File: src/ydt_pkg.sv
// ydt_pkg: constants and carrier types for the yearly date timer.
// assumes a 32-bit apb3 master and an rtc that presents binary date fields.
package ydt_pkg;
	localparam int unsigned CLK_HZ = 125_000_000;
	localparam int unsigned ADDR_W = 8;

	// register byte offsets
	localparam logic [7:0] OFS_CTRL = 8'h00;
	localparam logic [7:0] OFS_ON_DATE = 8'h04;
	localparam logic [7:0] OFS_OFF_DATE = 8'h08;
	localparam logic [7:0] OFS_STATUS = 8'h0C;

	// control field positions
	localparam int unsigned CTRL_MONTHLY = 0;
	localparam int unsigned CTRL_YEARLY = 1;
	localparam int unsigned CTRL_PULSE = 2;
	localparam int unsigned CTRL_ENABLE = 3;
	localparam logic [3:0] CTRL_RST = 4'h0;

	// date word layout: day, month, full year
	localparam int unsigned DAY_LSB = 0;
	localparam int unsigned MON_LSB = 8;
	localparam int unsigned YEAR_LSB = 16;

	// status field positions
	localparam int unsigned STAT_Q = 0;
	localparam int unsigned STAT_SPAN = 1;
	localparam int unsigned STAT_EVAL = 2;

	// calendar limits
	localparam logic [11:0] YEAR_MIN = 12'h7D0;
	localparam logic [11:0] YEAR_MAX = 12'h833;
	localparam logic [3:0] MON_MIN = 4'h1;
	localparam logic [3:0] MON_MAX = 4'hC;
	localparam logic [4:0] DAY_MIN = 5'h01;
	localparam logic [4:0] DAY_MAX = 5'h1F;
	localparam logic [4:0] MIDNIGHT_HOUR = 5'h00;
	localparam logic [5:0] MIDNIGHT_MIN = 6'h00;

	// stored date: year kept as offset from the first legal year
	typedef struct packed {
		logic [6:0] yoff;
		logic [3:0] month;
		logic [4:0] day;
	} ydt_date_t;

	localparam ydt_date_t DATE_RST = '{yoff: 7'h00, month: 4'h1, day: 5'h01};

	// current time from the real-time clock
	typedef struct packed {
		logic [11:0] year;
		logic [3:0] month;
		logic [4:0] day;
		logic [4:0] hour;
		logic [5:0] minute;
	} ydt_rtc_t;

	typedef struct packed {
		logic psel;
		logic penable;
		logic pwrite;
		logic [ADDR_W-1:0] paddr;
		logic [31:0] pwdata;
	} ydt_apb_req_t;
endpackage : ydt_pkg

File: src/ydt_timer.sv
// ydt_timer: calendar-driven on/off switch with apb3 register access.
// assumes rtc fields come from logic on clk_sys and scan_tick marks a program cycle.
//
// The register addresses and the APB register port were left to the implementer.
`timescale 1ns/10ps

module ydt_timer (
	input wire logic clk_sys, // system clock, 125 MHz
	input wire logic reset, // synchronous reset, active high
	input wire ydt_pkg::ydt_apb_req_t apb_req, // apb request group
	output logic pready, // apb ready
	output logic [31:0] prdata, // apb read data
	output logic pslverr, // apb error answer
	input wire ydt_pkg::ydt_rtc_t rtc_now, // current rtc date and time
	input wire logic scan_tick, // one pulse per program cycle
	output logic timer_q // switched output
);
	logic [3:0] ctrl;
	ydt_pkg::ydt_date_t on_date;
	ydt_pkg::ydt_date_t off_date;
	ydt_pkg::ydt_date_t last_date;
	logic evaluated;
	logic span_on;

	logic setup_phase;
	logic access_wr;
	logic sel_ctrl;
	logic sel_on;
	logic sel_off;
	logic sel_stat;
	logic addr_hit;
	logic next_err;
	logic wr_ctrl;
	logic wr_on;
	logic wr_off;
	logic wdate_ok;
	ydt_pkg::ydt_date_t wdate;
	logic [11:0] wyear;
	logic [11:0] year_off;

	logic now_ok;
	ydt_pkg::ydt_date_t now;
	logic new_day;
	logic at_midnight;
	logic in_years;
	logic [8:0] md_now;
	logic [8:0] md_on;
	logic [8:0] md_off;
	logic [15:0] full_now;
	logic [15:0] full_on;
	logic [15:0] full_off;
	logic next_span;
	logic next_pulse;
	logic mode_monthly;
	logic mode_yearly;
	logic mode_pulse;

	// apb slave
	// zero wait state: read data is captured at the setup edge so it comes from a flop
	assign pready = 1'b1;
	assign setup_phase = apb_req.psel && !apb_req.penable;
	assign access_wr = apb_req.psel && apb_req.penable && apb_req.pwrite;

	assign sel_ctrl = apb_req.paddr == ydt_pkg::OFS_CTRL;
	assign sel_on = apb_req.paddr == ydt_pkg::OFS_ON_DATE;
	assign sel_off = apb_req.paddr == ydt_pkg::OFS_OFF_DATE;
	assign sel_stat = apb_req.paddr == ydt_pkg::OFS_STATUS;

	assign wr_ctrl = access_wr && sel_ctrl;
	assign wr_on = access_wr && sel_on && wdate_ok;
	assign wr_off = access_wr && sel_off && wdate_ok;

	// decode a written date word: year, month, day fields
	assign wyear = apb_req.pwdata[ydt_pkg::YEAR_LSB +: 12];
	assign year_off = wyear - ydt_pkg::YEAR_MIN;
	assign wdate.yoff = year_off[6:0];
	assign wdate.month = apb_req.pwdata[ydt_pkg::MON_LSB +: 4];
	assign wdate.day = apb_req.pwdata[ydt_pkg::DAY_LSB +: 5];

	// out-of-range dates are refused with an error and leave the old date in place
	assign wdate_ok = wyear >= ydt_pkg::YEAR_MIN && wyear <= ydt_pkg::YEAR_MAX
		&& wdate.month >= ydt_pkg::MON_MIN && wdate.month <= ydt_pkg::MON_MAX
		&& wdate.day >= ydt_pkg::DAY_MIN && wdate.day <= ydt_pkg::DAY_MAX;

	assign addr_hit = sel_ctrl || sel_on || sel_off || sel_stat;

	// a date write with a field out of range is refused, the rest only by address
	always_comb begin
		next_err = 1'b0;
		if (!addr_hit) begin
			next_err = 1'b1;
		end else if (apb_req.pwrite && (sel_on || sel_off)) begin
			next_err = !wdate_ok;
		end
	end

	always_ff @(posedge clk_sys) begin
		if (reset) begin
			pslverr <= 1'b0;
		end else if (setup_phase) begin
			pslverr <= next_err;
		end
	end

	function automatic logic [31:0] date_word(input ydt_pkg::ydt_date_t d);
		logic [31:0] w;
		w = 32'h0000_0000;
		w[ydt_pkg::YEAR_LSB +: 12] = ydt_pkg::YEAR_MIN + {5'h00, d.yoff};
		w[ydt_pkg::MON_LSB +: 4] = d.month;
		w[ydt_pkg::DAY_LSB +: 5] = d.day;
		return w;
	endfunction : date_word

	always_ff @(posedge clk_sys) begin
		if (reset) begin
			prdata <= 32'h0000_0000;
		end else if (setup_phase && !apb_req.pwrite) begin
			prdata <= 32'h0000_0000;
			if (sel_ctrl) begin
				prdata <= {28'h000_0000, ctrl};
			end
			if (sel_on) begin
				prdata <= date_word(on_date);
			end
			if (sel_off) begin
				prdata <= date_word(off_date);
			end
			if (sel_stat) begin
				prdata <= {29'h000_0000, evaluated, span_on, timer_q};
			end
		end
	end

	// configuration
	always_ff @(posedge clk_sys) begin
		if (reset) begin
			ctrl <= ydt_pkg::CTRL_RST;
		end else if (wr_ctrl) begin
			ctrl <= apb_req.pwdata[3:0];
		end
	end

	// pslverr was decided at setup from the same held pwdata, so the checks agree
	always_ff @(posedge clk_sys) begin
		if (reset) begin
			on_date <= ydt_pkg::DATE_RST;
			off_date <= ydt_pkg::DATE_RST;
		end else begin
			if (wr_on) begin
				on_date <= wdate;
			end
			if (wr_off) begin
				off_date <= wdate;
			end
		end
	end

	assign mode_monthly = ctrl[ydt_pkg::CTRL_MONTHLY];
	assign mode_yearly = ctrl[ydt_pkg::CTRL_YEARLY];
	assign mode_pulse = ctrl[ydt_pkg::CTRL_PULSE];

	// schedule evaluation
	logic [11:0] now_yoff;
	logic last_ok;
	logic first_year;
	logic final_year;
	logic day_start;
	logic day_carry;
	logic md_start;
	logic md_carry;
	logic span_single;
	logic span_yearly;
	logic span_monthly;
	logic pulse_single;
	logic pulse_yearly;
	logic pulse_monthly;
	logic span_load;
	logic q_load;
	logic next_q;

	assign now_yoff = rtc_now.year - ydt_pkg::YEAR_MIN;
	assign now.yoff = now_yoff[6:0];
	assign now.month = rtc_now.month;
	assign now.day = rtc_now.day;
	assign now_ok = rtc_now.year >= ydt_pkg::YEAR_MIN && rtc_now.year <= ydt_pkg::YEAR_MAX;

	// compare keys ordered year, month, day so plain magnitude gives date order
	assign full_now = now;
	assign full_on = on_date;
	assign full_off = off_date;
	assign md_now = {now.month, now.day};
	assign md_on = {on_date.month, on_date.day};
	assign md_off = {off_date.month, off_date.day};

	// year bounds shared by the monthly and yearly repeats
	assign in_years = now.yoff >= on_date.yoff && now.yoff <= off_date.yoff;
	assign first_year = now.yoff == on_date.yoff;
	assign final_year = now.yoff == off_date.yoff;

	assign at_midnight = rtc_now.hour == ydt_pkg::MIDNIGHT_HOUR
		&& rtc_now.minute == ydt_pkg::MIDNIGHT_MIN;
	// the level state moves only when the date moves, which is at 00:00;
	// an out-of-range year can alias a legal offset, so its flag is part of the key
	assign new_day = !evaluated || now != last_date || now_ok != last_ok;

	// single span: from the full on date up to, not including, the full off date
	assign span_single = full_now >= full_on && full_now < full_off;

	// yearly repeat on month and day
	assign md_start = md_now >= md_on;
	assign md_carry = md_now < md_off;

	always_comb begin
		span_yearly = 1'b0;
		if (!in_years) begin
			span_yearly = 1'b0;
		end else if (md_on <= md_off) begin
			span_yearly = md_start && md_carry;
		end else begin
			// crosses new year: no fresh start in the final year, no carry-in in the first
			span_yearly = (md_start && !final_year)
				|| (md_carry && !first_year);
		end
	end

	// monthly repeat on the day of month only
	assign day_start = now.day >= on_date.day;
	assign day_carry = now.day < off_date.day;

	always_comb begin
		span_monthly = 1'b0;
		if (!in_years) begin
			span_monthly = 1'b0;
		end else if (on_date.day <= off_date.day) begin
			span_monthly = day_start && day_carry;
		end else begin
			// wraps into the next month: no start in december of the final year
			// and no carry-in in january of the first year
			span_monthly = (day_start && !(final_year && now.month == ydt_pkg::MON_MAX))
				|| (day_carry && !(first_year && now.month == ydt_pkg::MON_MIN));
		end
	end

	// monthly wins over yearly; with both set the year bounds are the same
	always_comb begin
		next_span = 1'b0;
		if (!now_ok) begin
			next_span = 1'b0;
		end else if (mode_monthly) begin
			next_span = span_monthly;
		end else if (mode_yearly) begin
			next_span = span_yearly;
		end else begin
			next_span = span_single;
		end
	end

	// pulse ignores the off month and day, only its year bounds the repeats
	assign pulse_single = full_now == full_on;
	assign pulse_yearly = in_years && md_now == md_on;
	assign pulse_monthly = in_years && now.day == on_date.day;

	always_comb begin
		next_pulse = 1'b0;
		if (!now_ok || !at_midnight) begin
			next_pulse = 1'b0;
		end else if (mode_monthly) begin
			next_pulse = pulse_monthly;
		end else if (mode_yearly) begin
			next_pulse = pulse_yearly;
		end else begin
			next_pulse = pulse_single;
		end
	end

	// the level state loads only on a day change, the pulse on every program cycle
	assign span_load = scan_tick && new_day;
	assign q_load = scan_tick && (mode_pulse || new_day);

	always_comb begin
		next_q = 1'b0;
		if (mode_pulse) begin
			// high from this tick to the next one: exactly one program cycle
			next_q = new_day && next_pulse;
		end else begin
			next_q = next_span;
		end
	end

	always_ff @(posedge clk_sys) begin
		if (reset) begin
			evaluated <= 1'b0;
		end else if (scan_tick) begin
			evaluated <= 1'b1;
		end
	end

	// date and range flag of the previous program cycle, for the day-change test
	always_ff @(posedge clk_sys) begin
		if (reset) begin
			last_date <= ydt_pkg::DATE_RST;
			last_ok <= 1'b0;
		end else if (scan_tick) begin
			last_date <= now;
			last_ok <= now_ok;
		end
	end

	// config writes land at the next day change; that keeps switching on midnight
	always_ff @(posedge clk_sys) begin
		if (reset) begin
			span_on <= 1'b0;
		end else if (span_load) begin
			span_on <= next_span;
		end
	end

	// output: forced off while the timer is disabled
	always_ff @(posedge clk_sys) begin
		if (reset) begin
			timer_q <= 1'b0;
		end else if (!ctrl[ydt_pkg::CTRL_ENABLE]) begin
			timer_q <= 1'b0;
		end else if (q_load) begin
			timer_q <= next_q;
		end
	end
endmodule : ydt_timer

File: config.mk
export PLATFORM = sky130hd
export DESIGN_NAME = ydt_timer
export DESIGN_NICKNAME = d
export VERILOG_FILES = /design/src/ydt_pkg.sv /design/src/ydt_timer.sv
export SDC_FILE = /design/constraint.sdc
export NUM_CORES = 1
export LEC_CHECK = 0
export ABC_AREA = 1
export BUFFER_PORTS_ARGS = -buffer_cell sky130_fd_sc_hd__clkbuf_2
export CAP_MARGIN = 20
export CORE_MARGIN = 1
export CORE_UTILIZATION = 54
export DETAILED_ROUTE_END_ITERATION = 12
export HOLD_SLACK_MARGIN = 0.12
export PLACE_DENSITY = 0.79
export SETUP_SLACK_MARGIN = 0.05
export SLEW_MARGIN = 10
export SYNTH_ARGS = -nofsm -noshare
export SYNTH_HDL_FRONTEND = slang
export SYNTH_SLANG_ARGS = --single-unit
File: constraint.sdc
create_clock -name clk_sys -period 5.4 [get_ports clk_sys]
set_input_delay 0.54 -clock clk_sys [delete_from_list [all_inputs] [get_ports clk_sys]]
set_output_delay 0.54 -clock clk_sys [all_outputs]
set_load 0.05 [all_outputs]
* Yosys cells after proc, flatten, opt, wreduce, memory -nomap -nowiden
Index checks and enable logic that the tools add are counted.
Cells by class: add/sub/neg operators 4, magnitude comparators 18, eq/ne operators 12, mux-type cells 17, bitwise logic cells 1, reductions and logical operators 56
Operators by type and width (count):
- 2-to-1 mux 32 bit | 3
- logical AND 1 bit | 32
- adder 11 x 7 -> 12 bit (first input constant) | 2
- >= comparator 12 x 11 -> 1 bit (second input constant) | 2
- less-or-equal comparator 12 bit (second input constant) | 2
- equality test 16 bit | 1
- equality test 8 x 4 -> 1 bit (second input constant) | 2
- >= comparator 16 bit | 1
- less-than comparator 16 bit | 1
- inequality test 16 bit | 1
- equality test 7 bit | 2
- subtractor 7 bit (second input constant) | 2
- 2-to-1 mux 1 bit | 13
- logical NOT 1 bit | 10
- logical OR 1 bit | 10
- equality test 9 bit | 1
- >= comparator 9 bit | 1
- less-or-equal comparator 9 bit | 1
- less-than comparator 9 bit | 1
- equality test 8 x 3 -> 1 bit (second input constant) | 1
- logical NOT 8 bit | 1
- >= comparator 7 bit | 1
- less-or-equal comparator 7 bit | 1
- logical NOT 6 bit | 1
- other kinds (15) | 15
Storage, ports and cells: bits in registers 89, input bits 78, output and inout bits 35

* Logic depth before layout (Yosys ltp)
Gate-level depths: netlist of the first run.
word-level depth 11, gate-level depth with buffers 17, depth with buffers taken out 17

* Worst setup path before layout of the first run
OpenSTA, ideal clock, no wires.
kind input to register, start point input rtc_now[24] in the netlist's numbering, end point register timer_q, arrival time 2.224 ns, data required time 5.283 ns, slack 3.059 ns, stages 15, buffers on the path 0, cells stage by stage inv_1 > ha_1 > or2_1 > nand2_1 > ha_1 > nand2_1 > nor2_4 > nand3_1 > nand3_1 > nand2_1 > nand2_1 > a21oi_1 > nor2_1 > nor2_1 > a21oi_1
Between the ends: longest elaborated chain between the ends 11
RTL lines:
- start: declaration | line ydt_timer.sv:14 | input wire ydt_pkg::ydt_rtc_t rtc_now,
- subtractor 7 bit (*) | line ydt_timer.sv:181 | assign now_yoff = rtc_now.year - ydt_pkg::YEAR_MIN;
- named net now_yoff[6] | line ydt_timer.sv:163 | logic [11:0] now_yoff;
- branches (longest 10 deep; another with >= comparator 16 bit)
- end signal: assignment | line ydt_timer.sv:325 | timer_q <= next_q;
- end: declaration | line ydt_timer.sv:16 | output logic timer_q
Mark *: on every way through the listed nets, which the timed path passes. A chain may end at the register's enable or synchronous reset.

* Worst setup path in the final report of the first run
Ends and elaborated chain as after synthesis.

==> out/metrics.cfg, run 1 <==
[status]
status = complete, no violations

[floorplanning]
fp.dieArea_um2 = 10380
die_y_um = 101.9
die_w_um = 101.9
num_rows = 36
core_um2 = 9729
io_pins = 113
initial_utilization = 0.5535

[global_route]
grt_pass1_wl_um = 22350
overflow = 0
grt_pass1_vias = 4722
grt_max_degree = 53
gr-usage-all-layers = 0.2792
grt_util_met3 = 0.03694
antenna_found_initial = 0
grt_util_met1 = 0.3794
globalRouteMet2Util = 0.4506
top_usage_layer = met2

[hold_path]
hp-start = rtc_now[11]
whs_path_depth = 3
worstHoldPathType = in -> reg
hold_end = last_date[0]

[yosys]
synthCells = 820
synth_ff_type = dfxtp_1
ys_seq_elements = 76
synth-edff-count = 0
async_flop_share = 0
yosysWarnings = 0
avgSynthCellArea_um2 = 6.567
synthDistinctLibCells = 45
yosysSeqAreaShare = 0.2825
netlist_area_um2 = 5385

[timing]
setup_violations = 0
hold_violations = 0
clock_skew_ns = 0.01329
fmax_ghz = 0.3994
rsz0062_at_grt = no
worst_slew_pin_slew_ns = 1.151
min_period_over_period = 0.4637
slew_violations = 0
finalSetupTns_ns = 0
slew_headroom = 0.2256
min_period_ns = 2.504

[cells_and_area]
final_cell_area_um2 = 5977
final_cells = 1029
final_nets = 1022
final_cell_mix = 210 x nand2_1, 116 x inv_1, 89 x clkbuf_2
diodes = 0
final_common_cell = nand2_1
area_growth_pct = 10.99
drive_gt1_frac = 0.1406

[clocking]
worst_skew_pair.late_latency_ns = 0.36
post_cts_resized = 0
cts_tree = yes
post_cts_buffers = 0
hold_buffers = 0
clk_pin_slew_ns = 0.08
cts_buffer_depth = 2
cts_buffers = 9
htreeDepth = 3
clock_sinks = 76
clock-root-buffer = clkbuf_8

[power_and_ir_drop]
leakagePower_nw = 2.838
ir_drop_uv = 147.5
p_per_area_nw_per_um2 = 203.5
design_power_total_mw = 1.217

[routing]
drtAntennaViolNets = 0
detail_route.iter0.violations = 324
wl_per_cell_um = 13.50
firstDrtPassIters = 4
wirelength_um = 13890
routed_via_density = 5.270
vias = 5423
drcViolationCount = 0

[place]
gp_congestion = 0.8854
post-place-cells = 1014
dpl_cell_area_um2 = 5788
place_hpwl_um = 10760
io_buffers = 89

[setup_path]
rr_worst_depth = 12
cp-startpoint = rtc_now[24]
endpoint_kind = register
crit_type = in -> reg
cp.required_ns = 5.69
critPathArrivalTime_ns = 2.79
reg2reg_to = timer_q
r2r-start = full_on[15]
reg2reg_slack_ns = 3.34
path_max_fanout = 6
start_kind = input port

[flow_run]
cap_violations = 0

[logic make-up (layout without fill, tap and decap cells)]
logic type	count (synthesis)	in the layout	synth area share
other	2	12	0.001395
flip-flops	76	76	0.2825
XOR/XNOR	2	2	0.003253
buffers and inverters	159	225	0.1324
AO/OA/AOI/OAI	159	159	0.1615
AND/OR/NAND/NOR	370	370	0.2981
adder cells (fa/ha/maj)	52	52	0.1208
[final cells by class]
type	count	area, um2
multi-input cells	595	3188
flip-flops and latches	76	1521
inverters	119	451.7
well taps	133	166.4
repair buffers	91	460.4
clock buffers	9	123.9
fillers	998	3752
clock inverters	6	65.06
[synth_stat cells, drive strengths merged (5+ instances only)]
cell type  instances  area share
nor3               5      0.0056
clkbuf            14      0.0098
nand4              9       0.012
a21oi             89       0.084
buf               26       0.039
nand3             68       0.063
ha                52        0.12
nand2            214        0.15
nor2              64       0.053
dfxtp             76        0.28
o22ai             12       0.014
nor4               5      0.0058
inv              119       0.084
o21ai             41       0.038
[registers in the layout, summed over array words and instances (netlist names)]
signal	cells
pslverr	1
full_off	16
evaluated	1
prdata	19
ctrl	4
last_ok	1
full_on	16
last_date	16
timer_q	1
span_on	1
[power breakdown]
group / total [mW] / internal (mW) / leakage [nW] / switching, mW
Clock: 0.437 / 0.212 / 0.0955 / 0.226
Combinational: 0.203 / 0.0675 / 2.13 / 0.135
Sequential: 0.577 / 0.570 / 0.617 / 0.00640
Total: 1.22 / 0.849 / 2.84 / 0.367
[per-stage QoR]
stage          worst slack (ns)  hold WS, ns    util
6_report                  2.896       0.4329  0.6143
2_1_floorplan             3.059       0.4289       -
3_5_place_dp              2.580       0.4440  0.5949
3_3_place_gp              2.606       0.4394  0.5949
5_1_grt                   2.612       0.4319  0.6143
4_1_cts                   2.890       0.4293  0.6143
[worst max path at each step]
stage	end	slack, ns	cells past startpoint
final	timer_q	2.90	15
after global routing	timer_q	2.61	16
after CTS	timer_q	2.89	15
after detailed placement	timer_q	2.58	16
after global placement	timer_q	2.61	16
after floorplan	timer_q	3.06	15
[worst max-delay path: stages]
cell and delay [ns]:
clkbuf_2 0.13, inv_1 0.10, ha_1 0.39, inv_1 0.11, ha_1 0.30, nand2_1 0.10, nor2_4 0.16, nand3_1 0.18
nand3_1 0.16, nand2_1 0.10, inv_1 0.06, nand3_1 0.10, a21oi_2 0.15, nand3_1 0.08, a21oi_1 0.12
[layer usage]
layer | vias up | part of all wire
met5 | - | 0
met4 | 0 | 0.027
met3 | 29 | 0.056
met2 | 169 | 0.46
met1 | 2437 | 0.46
li1 | 2788 | -
(Power assumes the default switching activity.)
==> inputs of run 2 (changes only) <==
--- a/config.mk
+++ b/config.mk
@@ -9,10 +9,10 @@
 export BUFFER_PORTS_ARGS = -buffer_cell sky130_fd_sc_hd__clkbuf_2
 export CAP_MARGIN = 20
 export CORE_MARGIN = 1
-export CORE_UTILIZATION = 54
+export CORE_UTILIZATION = 50
 export DETAILED_ROUTE_END_ITERATION = 12
 export HOLD_SLACK_MARGIN = 0.12
-export PLACE_DENSITY = 0.79
+export PLACE_DENSITY = 0.77
 export SETUP_SLACK_MARGIN = 0.05
 export SLEW_MARGIN = 10
 export SYNTH_ARGS = -nofsm -noshare
==> constraint.sdc (replaced) <==
create_clock -name clk_sys -period 2.18 [get_ports clk_sys]
set_input_delay 0.218 -clock clk_sys [delete_from_list [all_inputs] [get_ports clk_sys]]
set_output_delay 0.218 -clock clk_sys [all_outputs]
set_load 0.05 [all_outputs]
==> run 2 against run 1 <==
  * Via count rose by 1.7%
  * Cell count is 2.6% higher
  * Worst hold slack lost 0.30 ns
  * Sequential share of layout area shrank 1.1 points
  * Design area increased by 4.4%
  * Die area up 7.8%
  * Combinational power grew to 2.6 times the previous value
  * Worst setup slack got worse by 2.7 ns
  * Sequential power increased by 150%
  * Utilization is 1.3 points lower
  * Clock power is 150% higher
  * Total power rose to 2.5 times the previous value
  * Critical path type unchanged
  * Critical endpoint unchanged
  * Largest cell class unchanged
==> out/metrics.cfg, run 2 (synthesis results as in run 1) <==
[status]
status = complete, no violations  ; unchanged

[cells_and_area]
postLayoutCoreUtil = 0.6017  ; was 0.6143
final_nets = 1045  ; was 1022
final_cell_area_um2 = 6240  ; was 5977 um2
diodes = 0  ; unchanged
final_common_cell = nand2_1  ; unchanged
largest_reg_flops = 19  ; unchanged
final_cell_mix = 208 x nand2_1, 115 x inv_1, 89 x clkbuf_2  ; was 210 x nand2_1, 116 x inv_1, 89 x clkbuf_2
final_cells = 1056  ; was 1029
drive_gt1_frac = 0.1739  ; was 0.1406
area_growth_pct = 15.87  ; was 10.99%
top_register = prdata  ; unchanged

[power_and_ir_drop]
combPwrFrac = 0.176  ; was 0.166
p_seq_frac = 0.469  ; was 0.474
ir_drop_uv = 372.9  ; was 147.5 uV
p_clk_frac = 0.355  ; was 0.360
leakagePower_nw = 2.950  ; was 2.838 nW
p_per_area_nw_per_um2 = 488.2  ; was 203.5 nW/um2
p_sw_frac = 0.3014  ; was 0.3018
switchingPower_mw = 0.9182  ; was 0.3671 mW
power.internal_mw = 2.128  ; was 0.8495 mW

[setup_path]
worstSetupEndpoint = timer_q  ; unchanged
max_stage_delay_ns = 0.52  ; was 0.39 ns
crit_slowest_cell = dlygate4sd3_1  ; was ha_1
crit_type = in -> reg  ; unchanged
crit_chain = dlygate4sd3_1 > clkbuf_2 > inv_2 > ha_4 > nand3_2 > nor2_4 > buf_4 > inv_1 > nand4_1 > nand2_1 > nand2_1 > nand3_1 > a21oi_2 > nand3_1 > a21oi_2  ; was clkbuf_2 > inv_1 > ha_1 > inv_1 > ha_1 > nand2_1 > nor2_4 > nand3_1 > nand3_1 > nand2_1 > inv_1 > nand3_1 > a21oi_2 > nand3_1 > a21oi_1
r2r-start = full_on[2]  ; was full_on[15]
cp-startpoint = rtc_now[11]  ; was rtc_now[24]
rr_worst_depth = 13  ; was 12
path_max_fanout = 3  ; was 6
critPathArrivalTime_ns = 2.28  ; was 2.79 ns
endpoint_kind = register  ; unchanged
start_kind = input port  ; unchanged
cp.required_ns = 2.47  ; was 5.69 ns
reg2reg_to = timer_q  ; unchanged
reg2reg_slack_ns = 0.22  ; was 3.34 ns

[floorplanning]
die_w_um = 105.8  ; was 101.9 um
initial_utilization = 0.5193  ; was 0.5535
die_y_um = 105.8  ; was 101.9 um
core_um2 = 10370  ; was 9729 um2
fp.dieArea_um2 = 11190  ; was 10380 um2
io_pins = 113  ; unchanged
num_rows = 37  ; was 36

[global_route]
grt_max_degree = 52  ; was 53
grt_pass1_vias = 5108  ; was 4722
antenna_found_initial = 0  ; unchanged
overflow = 0  ; unchanged
gr-usage-all-layers = 0.2722  ; was 0.2792
grt_pass1_wl_um = 24030  ; was 22350 um

[place]
post-place-cells = 1036  ; was 1014
gp_congestion = 0.9137  ; was 0.8854
place_hpwl_um = 11530  ; was 10760 um
io_buffers = 89  ; unchanged
dpl_cell_area_um2 = 5934  ; was 5788 um2
dp_slack_ns = -0.1695  ; was 2.580 ns

[hold_path]
worstHoldPathType = in -> reg  ; unchanged

[clocking]
htreeDepth = 3  ; unchanged
worst_skew_pair.late_latency_ns = 0.36  ; about the same
cts_tree = yes  ; unchanged
clk_pin_slew_ns = 0.08  ; about the same
clock_sinks = 76  ; unchanged
cts_buffer_depth = 2  ; unchanged
clock-root-buffer = clkbuf_8  ; unchanged
cts_buffers = 9  ; unchanged

[timing]
fin_ws_ns = 0.1949  ; was 2.896 ns
worst_slew_pin_slew_ns = 0.5523  ; was 1.151 ns
fmax_ghz = 0.5037
min_period_over_period = 0.9106
clock_skew_ns = 0.007643  ; was 0.01329 ns
hold_violations = 0  ; unchanged
min_period_ns = 1.985
whs_ns = 0.1310  ; was 0.4329 ns
rsz0062_at_grt = no  ; unchanged
setup_violations = 0  ; unchanged
slew_violations = 0  ; unchanged
slew_headroom = 0.6318  ; was 0.2256

[routing]
firstDrtPassIters = 5  ; was 4
detail_route.iter0.violations = 427  ; was 324
routed_via_density = 5.223  ; was 5.270
wl_per_cell_um = 13.87  ; was 13.50 um
drcViolationCount = 0  ; unchanged
wirelength_um = 14650  ; was 13890 um
vias = 5516  ; was 5423
drtAntennaViolNets = 0  ; unchanged

[flow_run]
cap_violations = 0  ; unchanged

## run 2: worst min-delay path by stage
stage                 from             to  cells past startpoint
2_1_floorplan  rtc_now[24]  last_date[13]                      1
3_3_place_gp   full_off[5]    full_off[5]                      2
3_5_place_dp   full_off[5]    full_off[5]                      2
4_1_cts        apb_req[16]    full_off[9]                      3
5_1_grt         apb_req[4]    full_off[4]                      3
6_report        apb_req[9]     full_on[6]                      3
## run 2: critical path: cells and delay by family
| kind | cells | cell delay (ns) |
|---|---|---|
| buffers and inverters | 5 | 0.88 |
| adders and majority gates | 1 | 0.26 |
| AOI/OAI and AO/OA | 2 | 0.28 |
| and+or+nand+nor | 7 | 0.64 |
## run 2: through the flow
step                      power (mW)  setup TNS [ns]
after global routing           3.196               0
final                          3.046               0
after global placement         1.968         -0.1894
after detailed placement       1.976         -0.2866
after CTS                      3.043               0
after floorplan                1.822               0
## run 2: timing repair
| item | CTS | global route |
|---|---|---|
| gates resized for setup | 0 | 15 |
| setup buffers | 0 | 2 |
| hold endpoints to repair | 3 | 0 |
| hold buffers | 2 | 0 |
| setup endpoints to repair | 0 | 2 |
## run 2: area by class of cell
class	instances	area [um2]
fillers	1053	4130
flip-flops and latches	76	1523
repair buffers	114	638.1
well taps	136	170.2
clock inverters	6	63.81
multi-input cells	595	3266
inverters	119	451.7
clock buffers	10	127.6
## run 2: metal layers
metal | GRT usage | part of all wire | vias up
met1 | 0.3658 | 0.45 | 2492
li1 | - | - | 2827
met2 | 0.4379 | 0.46 | 171
met5 | 0 | 0 | -
met3 | 0.04515 | 0.060 | 26
met4 | 0.09722 | 0.023 | 0
## run 2: power by group through the flow
stage | clock network (mW) | registers, mW | logic [mW]
floorplan | 0 | 1.46 | 0.360
global placement | 0 | 1.46 | 0.508
detailed placement | 0 | 1.46 | 0.514
CTS | 1.10 | 1.43 | 0.519
global route | 1.16 | 1.43 | 0.607
finish | 1.08 | 1.43 | 0.535
==> inputs of run 3 (changes only) <==
==> constraint.sdc (replaced) <==
create_clock -name clk_sys -period 1.65 [get_ports clk_sys]
set_input_delay 0.165 -clock clk_sys [delete_from_list [all_inputs] [get_ports clk_sys]]
set_output_delay 0.165 -clock clk_sys [all_outputs]
set_load 0.05 [all_outputs]
==> run 3 against run 2 <==
  * The run now ends with negative setup slack left
  * Count of clock-buffer cells in the layout unchanged
  * Sequential share of layout area decreased by 4.4 points
  * Worst setup slack got worse by 0.38 ns
  * Worst hold slack improved by 0.0034 ns
  * Combinational power rose by 86%
  * Global-route usage is 2.8 points higher
  * First-iteration DRC count up 1.2%
  * Total power grew 48%
  * Die area is the same
  * Largest cell class unchanged
  * Largest power group unchanged
==> out/metrics.cfg, run 3 (synthesis results as in run 1) <==
[floorplanning]
initial_utilization = 0.5193  ; unchanged
die_w_um = 105.8  ; unchanged
io_pins = 113  ; unchanged
die_y_um = 105.8  ; unchanged
num_rows = 37  ; unchanged
core_um2 = 10370  ; unchanged
fp.dieArea_um2 = 11190  ; unchanged

[hold_path]
worstHoldPathType = in -> reg  ; unchanged

[global_route]
antenna_found_initial = 0  ; unchanged
overflow = 0  ; unchanged
grt_pass1_vias = 5690  ; was 5108
gr-usage-all-layers = 0.3000  ; was 0.2722
grt_max_degree = 35  ; was 52
grt_pass1_wl_um = 26520  ; was 24030 um

[cells_and_area]
area_growth_pct = 44.19  ; was 15.87%
largest_reg_flops = 19  ; unchanged
final_nets = 1141  ; was 1045
diodes = 0  ; unchanged
final_common_cell = nand2_1  ; unchanged
drive_gt1_frac = 0.3533  ; was 0.1739
top_register = prdata  ; unchanged
final_cell_mix = 190 x nand2_1, 100 x buf_4, 92 x inv_1  ; was 208 x nand2_1, 115 x inv_1, 89 x clkbuf_2
final_cell_area_um2 = 7765  ; was 6240 um2

[clocking]
cts_tree = yes  ; unchanged
clk_pin_slew_ns = 0.09  ; was 0.08 ns
worst_skew_pair.late_latency_ns = 0.36  ; about the same
cts_buffers = 9  ; unchanged
clock_sinks = 76  ; unchanged
clock-root-buffer = clkbuf_8  ; unchanged
htreeDepth = 3  ; unchanged
cts_buffer_depth = 2  ; unchanged

[routing]
firstDrtPassIters = 6  ; was 5
routed_via_density = 5.483  ; was 5.223
vias = 6316  ; was 5516
drcViolationCount = 0  ; unchanged
drtAntennaViolNets = 0  ; unchanged
wl_per_cell_um = 15.75  ; was 13.87 um
wirelength_um = 18140  ; was 14650 um
detail_route.iter0.violations = 432  ; was 427

[setup_path]
cp.required_ns = 1.95  ; was 2.47 ns
endpoint_kind = register  ; unchanged
crit_slowest_cell = dfxtp_2  ; was dlygate4sd3_1
max_stage_delay_ns = 0.33  ; was 0.52 ns
path_max_fanout = 3  ; unchanged
crit_type = reg -> reg  ; was in -> reg
crit_chain = inv_2 > ha_4 > nand2_2 > inv_1 > nand2_1 > nand2_2 > a21oi_2 > nand2_1 > nand2_1 > nand3_2 > a21oi_2 > nand3_2 > a21oi_2  ; was dlygate4sd3_1 > clkbuf_2 > inv_2 > ha_4 > nand3_2 > nor2_4 > buf_4 > inv_1 > nand4_1 > nand2_1 > nand2_1 > nand3_1 > a21oi_2 > nand3_1 > a21oi_2
start_kind = register  ; was input port
critPathArrivalTime_ns = 2.13  ; was 2.28 ns

[place]
place_hpwl_um = 12250  ; was 11530 um
io_buffers = 89  ; unchanged
gp_congestion = 0.8898  ; was 0.9137
dpl_cell_area_um2 = 6585  ; was 5934 um2

[flow_run]
cap_violations = 0  ; unchanged

[timing]
setup_violations = 2  ; was 0
clock_skew_ns = 0.01023  ; was 0.007643 ns
hold_violations = 0  ; unchanged
slew_violations = 0  ; unchanged
min_period_over_period = 1.112
fmax_ghz = 0.5452
finalSetupTns_ns = -0.3472  ; was 0 ns
min_period_ns = 1.834
fin_ws_ns = -0.1842  ; was 0.1949 ns
rsz0062_at_grt = yes  ; was no

[status]
violations = negative setup slack
status = complete, but fails checks  ; was complete, no violations

[power_and_ir_drop]
ir_drop_uv = 464.0  ; was 372.9 uV
p_per_area_nw_per_um2 = 579.8  ; was 488.2 nW/um2
leakagePower_nw = 3.560  ; was 2.950 nW

==> run 3: cell types whose count changed in the layout (fill, tap and decap cells not counted), moves of 16 or more <==
cell,before,now
buf_4,23,100
ha_1,49,24
ha_4,3,28
inv_1,115,92
dfxtp_1,75,56
nand2_1,208,190
dfxtp_2,1,18
inv_2,3,19
==> run 3: repair_timing <==
item,in CTS,in global routing
gates resized for setup,73,94
setup endpoints to repair,2,34
pin swaps,25,40
hold buffers,13,0
endpoints found under the hold margin,21,0
gates cloned,0,3
setup buffers,3,12
==> run 3: worst paths after layout <==
path                 end  cells after the start         from  slack [ns]
max reg2reg      timer_q                     13  full_off[3]       -0.18
min reg2reg    prdata[9]                      2    prdata[9]        0.47
max              timer_q                     13  full_off[3]       -0.18
min          full_off[2]                      3   apb_req[2]        0.13
==> run 3: power breakdown <==
part           switching [mW]  leakage, nW  internal, mW
registers              0.0218        0.628          1.86
clock network           0.769        0.111         0.856
logic                   0.573         2.82         0.420
total                    1.36         3.56          3.14
==> run 3: metal layers <==
layer | routed length [um] | GRT usage
met1 | 7451 | 0.3851
met3 | 1253 | 0.04638
met5 | 0 | 0
met4 | 771 | 0.1131
met2 | 8664 | 0.5047
==> run 3: worst max-delay path: cells and delay by family (launching register included) <==
kind | cells | cell delay (ns)
compound gates | 3 | 0.47
fa+ha+maj | 1 | 0.22
buf+inv | 2 | 0.18
flops | 1 | 0.33
simple gates | 7 | 0.57
==> run 3: cell type report <==
class / count / area, um2
Clock buffer: 10 / 127.6
Clock inverter: 6 / 87.58
Fill cell: 772 / 2605
Inverter: 119 / 491.7
Multi-Input combinational cell: 596 / 3809
Sequential cell: 76 / 1551
Tap cell: 136 / 170.2
Timing Repair Buffer: 208 / 1519
Timing Repair inverter: 1 / 8.758
==> run 3: through the flow <==
stage	utilization	worst slack [ns]	hold slack [ns]	total power, mW	std cells
after floorplan	-	-0.2295	0.2593	2.426	830
after global placement	0.6350	-0.5494	0.4358	2.688	1105
after detailed placement	0.6350	-0.6152	0.4530	2.701	1105
after CTS	0.6981	-0.1037	0.1226	4.348	1137
after global routing	0.7488	-0.2883	0.1453	4.665	1152
final	0.7488	-0.1842	0.1344	4.502	1152
